### config.mk
export PLATFORM = sky130hd
export DESIGN_NAME = timer_capture_compare_unit
export DESIGN_NICKNAME = d
export VERILOG_FILES = /design/src/logic/timer_capture_compare_unit.v
export VERILOG_INCLUDE_DIRS = /design/src /design/src/include
export SDC_FILE = /design/constraint.sdc
export NUM_CORES = 1
export LEC_CHECK = 0
export ABC_AREA = 1
export BUFFER_PORTS_ARGS = -buffer_cell sky130_fd_sc_hd__buf_2
export CAP_MARGIN = 5
export CELL_PAD_IN_SITES_DETAIL_PLACEMENT = 0
export CELL_PAD_IN_SITES_GLOBAL_PLACEMENT = 1
export CORE_MARGIN = 2
export CORE_UTILIZATION = 40
export DETAILED_ROUTE_END_ITERATION = 8
export PLACE_DENSITY_LB_ADDON = 0.08
export SETUP_SLACK_MARGIN = 0.3
export SLEW_MARGIN = 10
export SYNTH_ARGS = -nofsm -noshare
export SYNTH_HDL_FRONTEND = slang
export SYNTH_SLANG_ARGS = --single-unit
### constraint.sdc
create_clock -name aclk -period 2.4 [get_ports aclk]
set_input_delay 0.24 -clock aclk [delete_from_list [all_inputs] [get_ports aclk]]
set_output_delay 0.24 -clock aclk [all_outputs]
set_load 0.02 [all_outputs]
### src/include/timer_regs.vh
// Register offsets, field positions and reset values of the timer unit
//
// How it works
// - A 16-bit counter advances on prescaler ticks; at prescale 0 it advances on every clock.
// - Eight channels do 16-bit capture or compare; one 16-bit pulse accumulator.
// - PWM runs in hardware alone once compare registers are programmed.
// - Pins act as general-purpose lines until a timer function claims them.
// - An enabled output compare forces its pin to output, ignoring direction.
// - Port data writes to an owned pin are latched, driven after release only if its direction bit is set.
// - Function select bit: 0 makes the channel capture, 1 compare.
// - Compare action code: 00 off, 01 toggle, 10 low, 11 high.
// - Capture edge code: 00 off, 01 rising, 10 falling, 11 both.
// - Channel 7 match drives masked compare-mode pins from its data, beating other channels.
// - With reset enable set, channel 7 match clears the counter.
`ifndef TIMER_REGS_VH
`define TIMER_REGS_VH

`define A_FUNC  8'h00
`define A_CTL   8'h04
`define A_CNT   8'h08
`define A_ACT   8'h0C
`define A_EDGE  8'h10
`define A_PER   8'h14
`define A_PORT  8'h18
`define A_DIR   8'h1C
`define A_STAT  8'h20
`define A_MASK  8'h24
`define A_PIN   8'h28
`define A_ACC   8'h2C
`define A_CHAN  3'h2

`define CTL_EN    0
`define CTL_PR_LO 1
`define CTL_PR_HI 3
`define CTL_COUNTER_RESET_ON_PERIOD_MATCH  4
`define CTL_ACCEN 5
`define CTL_W     6

`define CTL_RST   6'h00
`define PR_MAX    3'h5
`define RESP_OK   2'h0
`define RESP_ERR  2'h2

`endif

### src/logic/timer_capture_compare_unit.v
// Timer with capture/compare channels, pulse accumulator and AXI4-Lite registers
`include "timer_regs.vh"

module timer_capture_compare_unit #(
  parameter N = 8,
  parameter W = 16
) (
  // Clock and reset
  input  wire          aclk,
  input  wire          aresetn,
  // AXI4-Lite write
  input  wire [7:0]    awaddr,
  input  wire          awvalid,
  output wire          awready,
  input  wire [31:0]   wdata,
  input  wire [3:0]    wstrb,
  input  wire          wvalid,
  output wire          wready,
  output reg  [1:0]    bresp,
  output reg           bvalid,
  input  wire          bready,
  // AXI4-Lite read
  input  wire [7:0]    araddr,
  input  wire          arvalid,
  output wire          arready,
  output reg  [31:0]   rdata,
  output reg  [1:0]    rresp,
  output reg           rvalid,
  input  wire          rready,
  // Timer port pins
  input  wire [N-1:0]  t_in,
  output wire [N-1:0]  t_out,
  output wire [N-1:0]  t_oe,
  // Interrupt
  output wire          irq
);

  localparam P = N - 1;

  reg  [N-1:0]     channel_function_select;
  reg  [`CTL_W-1:0] ctl;
  reg  [2:0]       pr_act;
  reg  [4:0]       pre;
  reg  [W-1:0]     cnt;
  reg  [2*N-1:0]   act;
  reg  [2*N-1:0]   edg;
  reg  [N-1:0]     period_channel_pin_mask;
  reg  [N-1:0]     period_channel_pin_data;
  reg  [N-1:0]     port_latch;
  reg  [N-1:0]     dir;
  reg  [N-1:0]     flags;
  reg  [N-1:0]     imask;
  reg  [W-1:0]     acc;
  reg  [W-1:0]     val [0:N-1];
  reg  [N-1:0]     oc_level;
  reg  [N-1:0]     prev_in;
  reg  [7:0]       aw_a;
  reg  [31:0]      w_d;
  reg  [3:0]       w_s;
  reg              aw_h;
  reg              w_h;
  reg  [N-1:0]     next_level;
  reg  [N-1:0]     match;
  reg  [N-1:0]     cap;
  reg  [N-1:0]     owned;
  reg  [31:0]      rd;
  reg              rd_ok;
  reg  [31:0]      wv;
  reg              wr_ok;
  reg  [4:0]       pmask;
  reg  [7:0]       sel;
  reg  [31:0]      word;
  integer          i;
  integer          j;
  integer          k;

  wire             tick;
  wire             do_wr;
  wire             do_rd;
  wire [N-1:0]     rise;
  wire [N-1:0]     fall;
  wire [31:0]      bm;

  assign awready = !aw_h;
  assign wready  = !w_h;
  assign arready = !rvalid;
  assign do_wr   = aw_h && w_h && !bvalid;
  assign do_rd   = arvalid && !rvalid;
  assign rise    = t_in & ~prev_in;
  assign fall    = ~t_in & prev_in;
  assign irq     = |(flags & imask);
  assign bm      = {{8{w_s[3]}}, {8{w_s[2]}}, {8{w_s[1]}}, {8{w_s[0]}}};

  // Prescaler tick when the selected low stages are all zero
  always @*
  begin
    case (pr_act)
      3'h0:    pmask = 5'h00;
      3'h1:    pmask = 5'h01;
      3'h2:    pmask = 5'h03;
      3'h3:    pmask = 5'h07;
      3'h4:    pmask = 5'h0F;
      default: pmask = 5'h1F;
    endcase
  end
  assign tick = ctl[`CTL_EN] && ((pre & pmask) == 5'h00);

  // Compare, capture and pin ownership
  always @*
  begin
    next_level = oc_level;
    for (j = 0; j < N; j = j + 1)
    begin
      match[j] = tick && channel_function_select[j] && (cnt == val[j]);
      cap[j]   = !channel_function_select[j] &&
                 ((edg[2*j] && rise[j]) || (edg[2*j+1] && fall[j]));
      owned[j] = channel_function_select[j] &&
                 ((act[2*j +: 2] != 2'h0) || period_channel_pin_mask[j]);
      if (match[j])
      begin
        case (act[2*j +: 2])
          2'h1:    next_level[j] = !oc_level[j];
          2'h2:    next_level[j] = 1'b0;
          2'h3:    next_level[j] = 1'b1;
          default: next_level[j] = oc_level[j];
        endcase
      end
    end
    if (match[P])
    begin
      for (j = 0; j < N; j = j + 1)
      begin
        if (period_channel_pin_mask[j])
        begin
          next_level[j] = period_channel_pin_data[j];
        end
      end
    end
  end

  // Owned pins follow compare level; others follow latch and direction
  assign t_oe  = owned | dir;
  assign t_out = (owned & oc_level) | (~owned & port_latch);

  // Register word at the read address, then at the held write address
  always @*
  begin
    rd   = 32'h0000_0000;
    sel  = 8'h00;
    word = 32'h0000_0000;
    for (k = 0; k < 2; k = k + 1)
    begin
      sel  = (k == 0) ? araddr : aw_a;
      word = 32'h0000_0000;
      if (sel[7:5] == `A_CHAN && sel[1:0] == 2'h0)
      begin
        word[W-1:0] = val[sel[4:2]];
      end
      else
      begin
        case (sel)
          `A_FUNC: word[N-1:0]      = channel_function_select;
          `A_CTL:  word[`CTL_W-1:0] = ctl;
          `A_CNT:  word[W-1:0]      = cnt;
          `A_ACT:  word[2*N-1:0]    = act;
          `A_EDGE: word[2*N-1:0]    = edg;
          `A_PER:  word[2*N-1:0]    = {period_channel_pin_data, period_channel_pin_mask};
          `A_PORT: word[N-1:0]      = port_latch;
          `A_DIR:  word[N-1:0]      = dir;
          `A_STAT: word[N-1:0]      = flags;
          `A_MASK: word[N-1:0]      = imask;
          `A_PIN:  word[N-1:0]      = t_in;
          `A_ACC:  word[W-1:0]      = acc;
          default: word = 32'h0000_0000;
        endcase
      end
      rd = (k == 0) ? word : rd;
    end
    // Byte strobes merge new data onto the current word
    wv    = (word & ~bm) | (w_d & bm);
    rd_ok = rd_hit(araddr);
    wr_ok = rd_hit(aw_a);
  end

  function rd_hit;
    input [7:0] a;
    begin
      rd_hit = (a[1:0] == 2'h0) && ((a[7:5] == `A_CHAN) || (a <= `A_ACC));
    end
  endfunction

  always @(posedge aclk)
  begin
    if (!aresetn)
    begin
      aw_h <= 1'b0;
      w_h <= 1'b0;
      aw_a <= 8'h00;
      w_d <= 32'h0000_0000;
      w_s <= 4'h0;
      bvalid <= 1'b0;
      bresp <= `RESP_OK;
      rvalid <= 1'b0;
      rresp <= `RESP_OK;
      rdata <= 32'h0000_0000;
      channel_function_select <= {N{1'b0}};
      ctl <= `CTL_RST;
      pr_act <= 3'h0;
      pre <= 5'h00;
      cnt <= {W{1'b0}};
      act <= {2*N{1'b0}};
      edg <= {2*N{1'b0}};
      period_channel_pin_mask <= {N{1'b0}};
      period_channel_pin_data <= {N{1'b0}};
      port_latch <= {N{1'b0}};
      dir <= {N{1'b0}};
      flags <= {N{1'b0}};
      imask <= {N{1'b0}};
      acc <= {W{1'b0}};
      oc_level <= {N{1'b0}};
      prev_in <= {N{1'b0}};
      for (i = 0; i < N; i = i + 1)
      begin
        val[i] <= {W{1'b0}};
      end
    end
    else
    begin
      prev_in <= t_in;
      oc_level <= next_level;
      // Bus channels
      if (awvalid && !aw_h)
      begin
        aw_h <= 1'b1;
        aw_a <= awaddr;
      end
      if (wvalid && !w_h)
      begin
        w_h <= 1'b1;
        w_d <= wdata;
        w_s <= wstrb;
      end
      if (do_wr)
      begin
        aw_h <= 1'b0;
        w_h <= 1'b0;
        bvalid <= 1'b1;
        bresp <= wr_ok ? `RESP_OK : `RESP_ERR;
      end
      else if (bvalid && bready)
      begin
        bvalid <= 1'b0;
      end
      if (do_rd)
      begin
        rvalid <= 1'b1;
        rdata <= rd;
        rresp <= rd_ok ? `RESP_OK : `RESP_ERR;
      end
      else if (rvalid && rready)
      begin
        rvalid <= 1'b0;
      end
      // Prescaler; new factor taken when all stages are zero
      if (ctl[`CTL_EN])
      begin
        pre <= pre + 5'h01;
        if (pre == 5'h00)
        begin
          pr_act <= (ctl[`CTL_PR_HI:`CTL_PR_LO] > `PR_MAX) ? `PR_MAX
                                                            : ctl[`CTL_PR_HI:`CTL_PR_LO];
        end
      end
      if (tick)
      begin
        if (ctl[`CTL_COUNTER_RESET_ON_PERIOD_MATCH] && match[P])
        begin
          cnt <= {W{1'b0}};
        end
        else
        begin
          cnt <= cnt + {{(W-1){1'b0}}, 1'b1};
        end
      end
      // Pulse accumulator counts rising edges on the top pin
      if (ctl[`CTL_ACCEN] && rise[P])
      begin
        acc <= acc + {{(W-1){1'b0}}, 1'b1};
      end
      // Register writes
      if (do_wr && wr_ok)
      begin
        if (aw_a[7:5] == `A_CHAN)
        begin
          val[aw_a[4:2]] <= wv[W-1:0];
        end
        case (aw_a)
          `A_FUNC: channel_function_select <= wv[N-1:0];
          `A_CTL:  ctl <= wv[`CTL_W-1:0];
          `A_ACT:  act <= wv[2*N-1:0];
          `A_EDGE: edg <= wv[2*N-1:0];
          `A_PER:
          begin
            period_channel_pin_mask <= wv[N-1:0];
            period_channel_pin_data <= wv[2*N-1:N];
          end
          `A_PORT: port_latch <= wv[N-1:0];
          `A_DIR:  dir <= wv[N-1:0];
          `A_MASK: imask <= wv[N-1:0];
          `A_ACC:  acc <= wv[W-1:0];
          default: ;
        endcase
      end
      // Captures win over a same-cycle write
      for (i = 0; i < N; i = i + 1)
      begin
        if (cap[i])
        begin
          val[i] <= cnt;
        end
      end
      // Read of status clears it; new events win over the clear
      flags <= (flags & ~((do_rd && araddr == `A_STAT) ? flags : {N{1'b0}}))
               | match | cap;
    end
  end

endmodule // timer_capture_compare_unit

=== Word-level counts from Yosys, hierarchy flattened ===
Memory sizes are Yosys's and may differ from the RTL's. A register that Yosys moved wholly into a read port is not among the register bits.
Index checks and enable logic that the tools add are counted.
W data, S select, Z words.

* Output and inout port bits: 58
* RAM bits: 128
* Input port bits: 67
* Flip-flop bits (word level): 200
* Memories: 1
* Logic and storage cells: 368

* Equal/unequal tests: 68
* Bitwise gates (word level): 52
* Reductions and logical operators: 130
* Muxes and demuxes: 85
* $lt $le $gt $ge: 3
* Add/subtract/negate cells: 3

{| class="wikitable"
|+ Memories
! name !! depth !! width !! read ports !! clocked after Yosys merged registers in !! write ports !! RTL line !! text
|-
| val || 8 || 16 || 10 || 1 || 9 || timer_capture_compare_unit.v:54 || <nowiki>reg [W-1:0] val [0:N-1];</nowiki>
|}

{| class="wikitable"
|+ Operators with widths
! kind !! number
|-
| $mux W16 || 14
|-
| $pmux W6 S12 || 2
|-
| $eq A16 B16 Y1 || 8
|-
| $pmux W8 S5 || 2
|-
| $eq A8 B5 Y1 const B || 8
|-
| $eq A8 B6 Y1 const B || 8
|-
| $logic_and A1 B1 Y1 || 64
|-
| $mux W1 || 49
|-
| $and A8 B8 Y8 || 6
|-
| $pmux W2 S11 || 2
|-
| $add A16 B1 Y16 const B || 2
|-
| $and A16 B16 Y16 || 2
|-
| $eq A2 B2 Y1 const B || 16
|-
| $eq A8 B4 Y1 const B || 4
|-
| $not A8 Y8 || 4
|-
| $or A8 B8 Y8 || 4
|-
| $eq A3 B3 Y1 const B || 9
|-
| $pmux W5 S5 || 1
|-
| $pmux W1 S3 || 8
|-
| $logic_not A1 Y1 || 20
|-
| $reduce_bool A2 Y1 || 10
|-
| $logic_or A1 B1 Y1 || 18
|-
| $reduce_and A2 Y1 || 9
|-
| $and A1 B1 Y1 || 16
|-
| other kinds (21) || 55
|}

=== Logic depth before layout (Yosys ltp) ===
Gate-level depths: netlist of run 1.

* Depth in word-level cells: 18
* Gate-level depth with buffers: 14
* Mapped depth without buffers: 13

=== Worst setup path after synthesis of run 1 ===
No wires, ideal clock.

* Kind: flip-flop to flip-flop
* Start: register aw_a[4]
* End: memory val[7][0] (enable)
* Path slack: -0.057 ns
* Data required time: 2.025 ns
* Arrival: 2.082 ns
* Cell stages (with the launch flop): 12
* Cell sequence: dfxtp_1 > buf_2 > clkinv_2 > nand2_1 > nor2_2 > nand2_1 > nand3_1 > nand3_1 > nor2_4 > nand4_2 > clkbuf_1 > nand3_1

{| class="wikitable"
|+ RTL lines
! what !! RTL line !! text
|-
| start: declaration || timer_capture_compare_unit.v:57 || <nowiki>reg [7:0] aw_a;</nowiki>
|-
| start signal: assignment || timer_capture_compare_unit.v:235 || <nowiki>aw_a <= awaddr;</nowiki>
|-
| end: declaration || timer_capture_compare_unit.v:54 ||
|}

==> metrics.yaml, run 1 <==
sta:
  fin_crit_sh: 0.9053
  finClkSkew_ps: 17.64
  period_needed_ps: 2173
  slew_headroom: 0.4713
  tightest_slew_ps: 790.2
  finalHoldViolCount: 0
  rsz0062_at_grt: "yes"
  slew_viol_final: 0
  finalSetupViolCount: 0
  max_freq_mhz: 460.3
detailed_routing:
  ant_nets: 0
  remaining_drc_errors: 0
  wire_per_inst_um: 26.92
  vias: 26470
  firstDrtPassIters: 6
  first_iter_violations: 3737
  totalWireLength_um: 119800
  viasPerCell: 5.947
min_path:
  hp-class: "in2reg"
  hold_depth: 3
global_routing:
  grt_max_degree: 62
  grt.overflow.total: 0
  grt_pass1_wl_um: 166700
  antenna_found_initial: 3
  grt_pass1_vias: 24460
  grt_usage: 0.4111
logic_synthesis:
  yosysWarnings: 0
  synth.distinct_cells: 47
  yosysSeqAreaShare: 0.3624
  muxShareOfSynthArea: 0.002594
  async_flop_share: 0
  synthesis.area_um2: 21710
  syn_avg_cell_area_um2: 6.359
  synth-compound-area-share: 0.1484
  ys.flop_type: "dfxtp_1"
  synth-simple-area-share: 0.3741
  synth_xor_area_frac: 0.02300
  ys_seq_elements: 329
  synth-edff-count: 128
  synth_top_family_by_area: "simple AND/OR/NAND/NOR gates"
  synth_fa_ha_area_frac: 0.002305
  synth_cells: 3414
final_layout:
  stdcell_area_um2: 28760
  layout.nets: 3795
  area_delta_synth_final_pct: 32.47
  diodes: 0
  drive_gt1_frac: 0.2109
  finalNonFillerCells: 4451
worst_setup_path:
  cp_num_buf_inv: 4
  critPathSlowestCell: "dfxtp_2"
  cp_cell_sequence: "buf_12, buf_12, clkbuf_16, o211ai_1, nand3_2, nand3_2, nand2_2, nor2_4, nor2_4, buf_6, nand2_2, nand2_1"
  start_kind: "flip-flop"
  cp_top_family: "simple AND/OR/NAND/NOR gates"
  criticalPathCategory: "reg2reg"
  cp.required_ps: 2740
  crit_fanout: 7
  reg2regPathDepth: 12
  endpoint_kind: "flip-flop"
  cp.arrival_ps: 2510
  cpPeakStageDelay_ps: 340
  cp.depth: 12
clock_network:
  htreeDepth: 2
  cts_tree: "built"
  numCtsBuffers: 42
  clk_pin_slew_ps: 70
  clockBufferDepth: 3
  root_buffer: "clkbuf_16"
  cts.sink_count: 329
  clock_latency_ps: 580
power:
  power_density_nw_per_um2: 543.1
  ir_worst_vdd_mv: 0.4836
  p_leak_nw: 12.78
job:
  maxCapViolCount: 0
placement:
  dp.cells: 4273
  dpl_cell_area_um2: 24800
  portBuffers: 88
  hpwl_um: 90200
  routabilityCongestion: 1.103
floorplanning:
  die_area_um2: 56150
  rows: 85
  dieHeight_um: 237.0
  io_pins: 125
  die_w_um: 237.0
  initial_core_util: 0.4042
  core_um2: 53710
status:
  outcome: "complete, no violations"
==> Yosys cell counts, types with 15 or more instances <==
| library cell | instances | area share |
|---|---|---|
| xnor2_1 | 36 | 0.015 |
| buf_2 | 33 | 0.0076 |
| xor2_1 | 21 | 0.0085 |
| o21ai_0 | 318 | 0.073 |
| inv_1 | 271 | 0.047 |
| clkbuf_1 | 124 | 0.021 |
| edfxtp_1 | 128 | 0.18 |
| nand2_1 | 1099 | 0.19 |
| dfxtp_1 | 201 | 0.19 |
| buf_4 | 18 | 0.0062 |
| nor3_1 | 32 | 0.0074 |
| a22oi_1 | 20 | 0.0069 |
| nand4_1 | 68 | 0.020 |
| a21oi_1 | 175 | 0.040 |
| o211ai_1 | 35 | 0.012 |
| nand3_1 | 283 | 0.065 |
| o22ai_1 | 15 | 0.0043 |
| nor2_1 | 412 | 0.071 |
==> path summary, 6_finish.rpt <==
check             startpoint         to  slack (ps)
setup reg to reg   flip-flop  val[6][7]         230
hold reg to reg       w_s[0]     w_s[0]         450
setup / recovery   flip-flop  val[6][7]         230
hold / removal     awaddr[5]    aw_a[5]          30
==> stage by stage <==
| stage | power [mW] | setup WS, ps | utilization | hold slack, ps | TNS (ps) |
|---|---|---|---|---|---|
| after detailed placement | 8.401 | -151.9 | 0.4617 | 441.4 | -2641 |
| after CTS | 15.28 | 273.6 | 0.5127 | 13.03 | 0 |
| after floorplan | 7.230 | 259.6 | - | 333.5 | 0 |
| final | 15.62 | 227.3 | 0.5354 | 27.68 | 0 |
| after global routing | 15.94 | 134.1 | 0.5354 | 47.25 | 0 |
| after global placement | 8.388 | -169.1 | 0.4617 | 431.9 | -2598 |
==> flip-flops by register name (all words and copies together), names as in the netlist, 16 cells and up, named ones only <==
| name | cells |
|---|---|
| val | 128 |
| acc | 16 |
| act | 16 |
| cnt | 16 |
| edg | 16 |
| rdata | 16 |
| w_d | 16 |
==> layout by cell type, fill, tap and decap left out, types with 8 or more instances in the layout <==
| cell | synthesis | routed |
|---|---|---|
| nor2_1 | 412 | 342 |
| nand4_1 | 68 | 68 |
| xor2_1 | 21 | 21 |
| nand3b_1 | 13 | 13 |
| nor2_4 | 10 | 40 |
| a21oi_1 | 175 | 171 |
| buf_2 | 33 | 83 |
| o21ai_2 | 0 | 15 |
| a22oi_1 | 20 | 20 |
| conb_1 | 1 | 18 |
| clkbuf_1 | 124 | 10 |
| dfxtp_1 | 201 | 182 |
| or2_2 | 9 | 9 |
| nand3_1 | 283 | 220 |
| a31oi_1 | 9 | 9 |
| nand2_2 | 1 | 60 |
| nor3_1 | 32 | 26 |
| buf_12 | 0 | 57 |
| clkbuf_8 | 0 | 8 |
| o21ai_1 | 6 | 39 |
| o22ai_1 | 15 | 15 |
| nand2_4 | 0 | 13 |
| o211ai_1 | 35 | 35 |
| clkinv_1 | 10 | 12 |
| inv_2 | 4 | 20 |
| dfxtp_2 | 0 | 12 |
| xnor2_1 | 36 | 36 |
| dlygate4sd3_1 | 0 | 33 |
| clkbuf_16 | 0 | 49 |
| nor3_2 | 3 | 8 |
| buf_4 | 18 | 208 |
| o21ai_0 | 318 | 267 |
| edfxtp_1 | 128 | 128 |
| buf_6 | 0 | 39 |
| nand3_4 | 1 | 9 |
| nand2_1 | 1099 | 1026 |
| nor2_2 | 4 | 44 |
| inv_1 | 271 | 246 |
| nand3_2 | 0 | 55 |
==> cells by family after synthesis <==
logic type      Yosys count
simple gates           1949
compound gates          595
buf+inv                 474
flops                   329
xor+xnor                 57
mux                       5
fa+ha+maj                 4
other cells               1
==> final cells by class <==
type / instances / area (um2)
Tap cell: 696 / 870.8
Clock inverter: 14 / 200.2
Fill cell: 5337 / 24950
Clock buffer: 61 / 1224
Inverter: 286 / 1104
Sequential cell: 329 / 7909
Timing Repair Buffer: 437 / 4293
Multi-Input combinational cell: 2628 / 13160
==> per-layer routing <==
metal | global-route usage | routed length (um)
met1 | 0.5272 | 46600
met2 | 0.6086 | 50050
met3 | 0.09956 | 13800
met4 | 0.2858 | 9379
met5 | 0 | 0
==> where the power goes <==
part / internal [mW] / switching (mW) / total [mW]
sequential: 5.95 / 0.171 / 6.13
combinational: 0.978 / 1.79 / 2.76
clock: 4.06 / 2.67 / 6.73
==> repair_timing <==
action                                 CTS  global route
endpoints found under the hold margin   33             0
gates resized for setup                173           278
setup endpoints to repair              359           354
setup buffers                           33            22
hold buffers                            33             0
pin swaps                               42            86
gates cloned                             6             9
==> worst min-delay path, cell delays in order <==
cell     delay (ps)
buf_2            70
o21ai_0         120
a21oi_1         130
Power figures use the tool's default switching activity.
==> run 2, diff against run 1 <==
--- a/config.mk
+++ b/config.mk
@@ -14,7 +14,7 @@
 export CORE_MARGIN = 2
 export CORE_UTILIZATION = 40
 export DETAILED_ROUTE_END_ITERATION = 8
-export PLACE_DENSITY_LB_ADDON = 0.08
+export PLACE_DENSITY_LB_ADDON = 0.3
 export SETUP_SLACK_MARGIN = 0.3
 export SLEW_MARGIN = 10
 export SYNTH_ARGS = -nofsm -noshare
==> run 2 against run 1 <==
Worst hold slack better by 43 ps. Core utilization up 1.1 points. Flip-flop and latch count is the same. Critical path depth up 3. Clock-buffer cell count shrank 3. Setup slack worse by 16 ps. Register-to-register slack lost 20 ps. Critical endpoint is now val[1][5]. Largest power group unchanged.
==> metrics.yaml, run 2 (synthesized netlist as in run 1, its figures left out) <==
status:
  outcome: "complete, no violations"
floorplanning:
  core_um2: 53710  # unchanged
  die_w_um: 237.0  # unchanged
  initial_core_util: 0.4042  # unchanged
  die_area_um2: 56150  # unchanged
  rows: 85  # unchanged
  io_pins: 125  # unchanged
  dieHeight_um: 237.0  # unchanged
sta:
  tightest_slew_ps: 680.1  # -110.0 ps
  finalSetupViolCount: 0  # unchanged
  max_freq_mhz: 457.0  # -0.71%
  slew_viol_final: 0  # unchanged
  fin_setup_tns_ps: 0  # unchanged
  slew_headroom: 0.5461  # +0.07485
  rsz0062_at_grt: "yes"
  period_needed_ps: 2188  # +15.55 ps
  timing.hold.ws_ps: 70.45  # +42.77 ps
  finalHoldViolCount: 0  # unchanged
  finClkSkew_ps: 30.36  # +12.72 ps
  fin_crit_sh: 0.9118  # +0.006478
final_layout:
  drive_gt1_frac: 0.2262  # +0.01524
  largest_reg_flops: 128  # unchanged
  stdcell_area_um2: 29360  # +2.1%
  final_cell_mix: "1011 x nand2_1, 334 x nor2_1, 280 x o21ai_0"
  top_register: "val"
  final_common_cell: "nand2_1"
  area_delta_synth_final_pct: 35.26
  layout.nets: 3826  # +0.82%
  finalNonFillerCells: 4483  # +0.72%
detailed_routing:
  remaining_drc_errors: 0  # unchanged
  totalWireLength_um: 125600  # +4.9%
  first_iter_violations: 4037  # +8.0%
  wire_per_inst_um: 28.03  # +4.1%
  viasPerCell: 6.034  # +1.5%
  ant_nets: 0  # unchanged
  vias: 27050  # +2.2%
  firstDrtPassIters: 7  # +1
clock_network:
  numCtsBuffers: 41  # -2.4%
  cts_tree: "built"
  clock_latency_ps: 610  # +30 ps
  clk_pin_slew_ps: 70  # about the same
  root_buffer: "clkbuf_16"
  clockBufferDepth: 3  # unchanged
  htreeDepth: 2  # unchanged
  cts.sink_count: 329  # unchanged
power:
  ir_worst_vdd_mv: 0.4558  # -5.8%
  power_mw: 15.36  # -1.6%
  p_leak_nw: 12.90  # +0.96%
  power_density_nw_per_um2: 523.3  # -3.7%
worst_setup_path:
  endpoint_kind: "flip-flop"
  r2r_slack_ps: 210  # -20 ps
  criticalPathCategory: "reg2reg"
  reg2regPathDepth: 15  # +3
  cp.required_ps: 2740  # about the same
  start_kind: "flip-flop"
  crit_fanout: 8  # +1
  reg2reg_from: "aw_a[7]"
  cp.arrival_ps: 2530  # +20 ps
  r2r_end: "val[1][5]"
min_path:
  hold_depth: 3  # unchanged
  hp-class: "in2reg"
  hp-start: "awaddr[3]"
global_routing:
  antenna_found_initial: 1  # -2
  grt_pass1_wl_um: 173700  # +4.2%
  grt_usage: 0.4302  # +0.01907
  grt.overflow.total: 0  # unchanged
  grt_pass1_vias: 24380  # -0.33%
  grt_max_degree: 141  # +130%
placement:
  hpwl_um: 91760  # +1.7%
  routabilityCongestion: 1.045  # -5.3%
  portBuffers: 88  # unchanged
  dpl_cell_area_um2: 24740  # -0.24%
  dp.cells: 4272  # -0.023%
job:
  maxCapViolCount: 0  # unchanged
==> run 2: final cells by class <==
cell class / instances / area, um2
diodes: 2 / 5.005
flip-flops and latches: 329 / 7918
well taps: 696 / 870.8
inverters: 286 / 1106
repair buffers: 467 / 4722
clock buffers: 58 / 1235
clock inverters: 15 / 112.6
multi-input cells: 2630 / 13390
fillers: 5231 / 24350
==> run 2: how the worst max path moves through the flow <==
stage	depth (start not counted)	endpoint	slack (ps)	startpoint
5_1_grt	12	val[6][12]	180	aw_a[2]
3_5_place_dp	9	cnt[11]	-10	pre[1]
2_1_floorplan	10	val[0][0]	260	aw_a[4]
6_report	15	val[1][5]	210	aw_a[7]
4_1_cts	15	val[0][0]	210	aw_a[7]
3_3_place_gp	13	val[7][0]	-1	aw_a[0]
==> run 2: power breakdown <==
| group | internal [mW] | switching [mW] | total (mW) |
|---|---|---|---|
| Combinational | 1.01 | 1.83 | 2.83 |
| Sequential | 5.95 | 0.174 | 6.13 |
| Clock | 3.69 | 2.71 | 6.40 |
==> run 2: repair_timing <==
| item | 4_1_cts | 5_1_grt |
|---|---|---|
| gates resized for setup | 239 | 277 |
| setup endpoints to repair | 378 | 339 |
| hold endpoints to repair | 36 | 0 |
| buffers inserted | 44 | 33 |
| gates cloned | 12 | 11 |
| hold buffers | 36 | 0 |
| pin swaps | 58 | 79 |
==> run 2: stage by stage <==
step	util	worst slack, ps
global route	0.5466	180.0
finish	0.5467	211.8
detailed placement	0.4606	-13.81
CTS	0.5204	208.9
floorplan	-	259.6
global placement	0.4606	-1.289
==> run 2: per-layer routing <==
metal  track usage  vias to the layer above  part of all wire
li1              -                    11870                 -
met1        0.5713                    12770              0.39
met2        0.6328                     2003              0.42
met3        0.1121                      408              0.13
met4        0.2428                        0             0.066
met5             0                        -                 0
==> run 2: critical path: stages, from the launching register on <==
cell,delay (ps)
dfxtp_2,370
inv_2,70
nand2_4,90
nor2_4,50
buf_12,130
buf_8,130
buf_12,140
nand3_1,80
nand2_1,70
nor2_2,160
nand3_2,140
nor2_2,120
nor2_2,60
buf_12,170
nand2_1,70
nand2_1,50
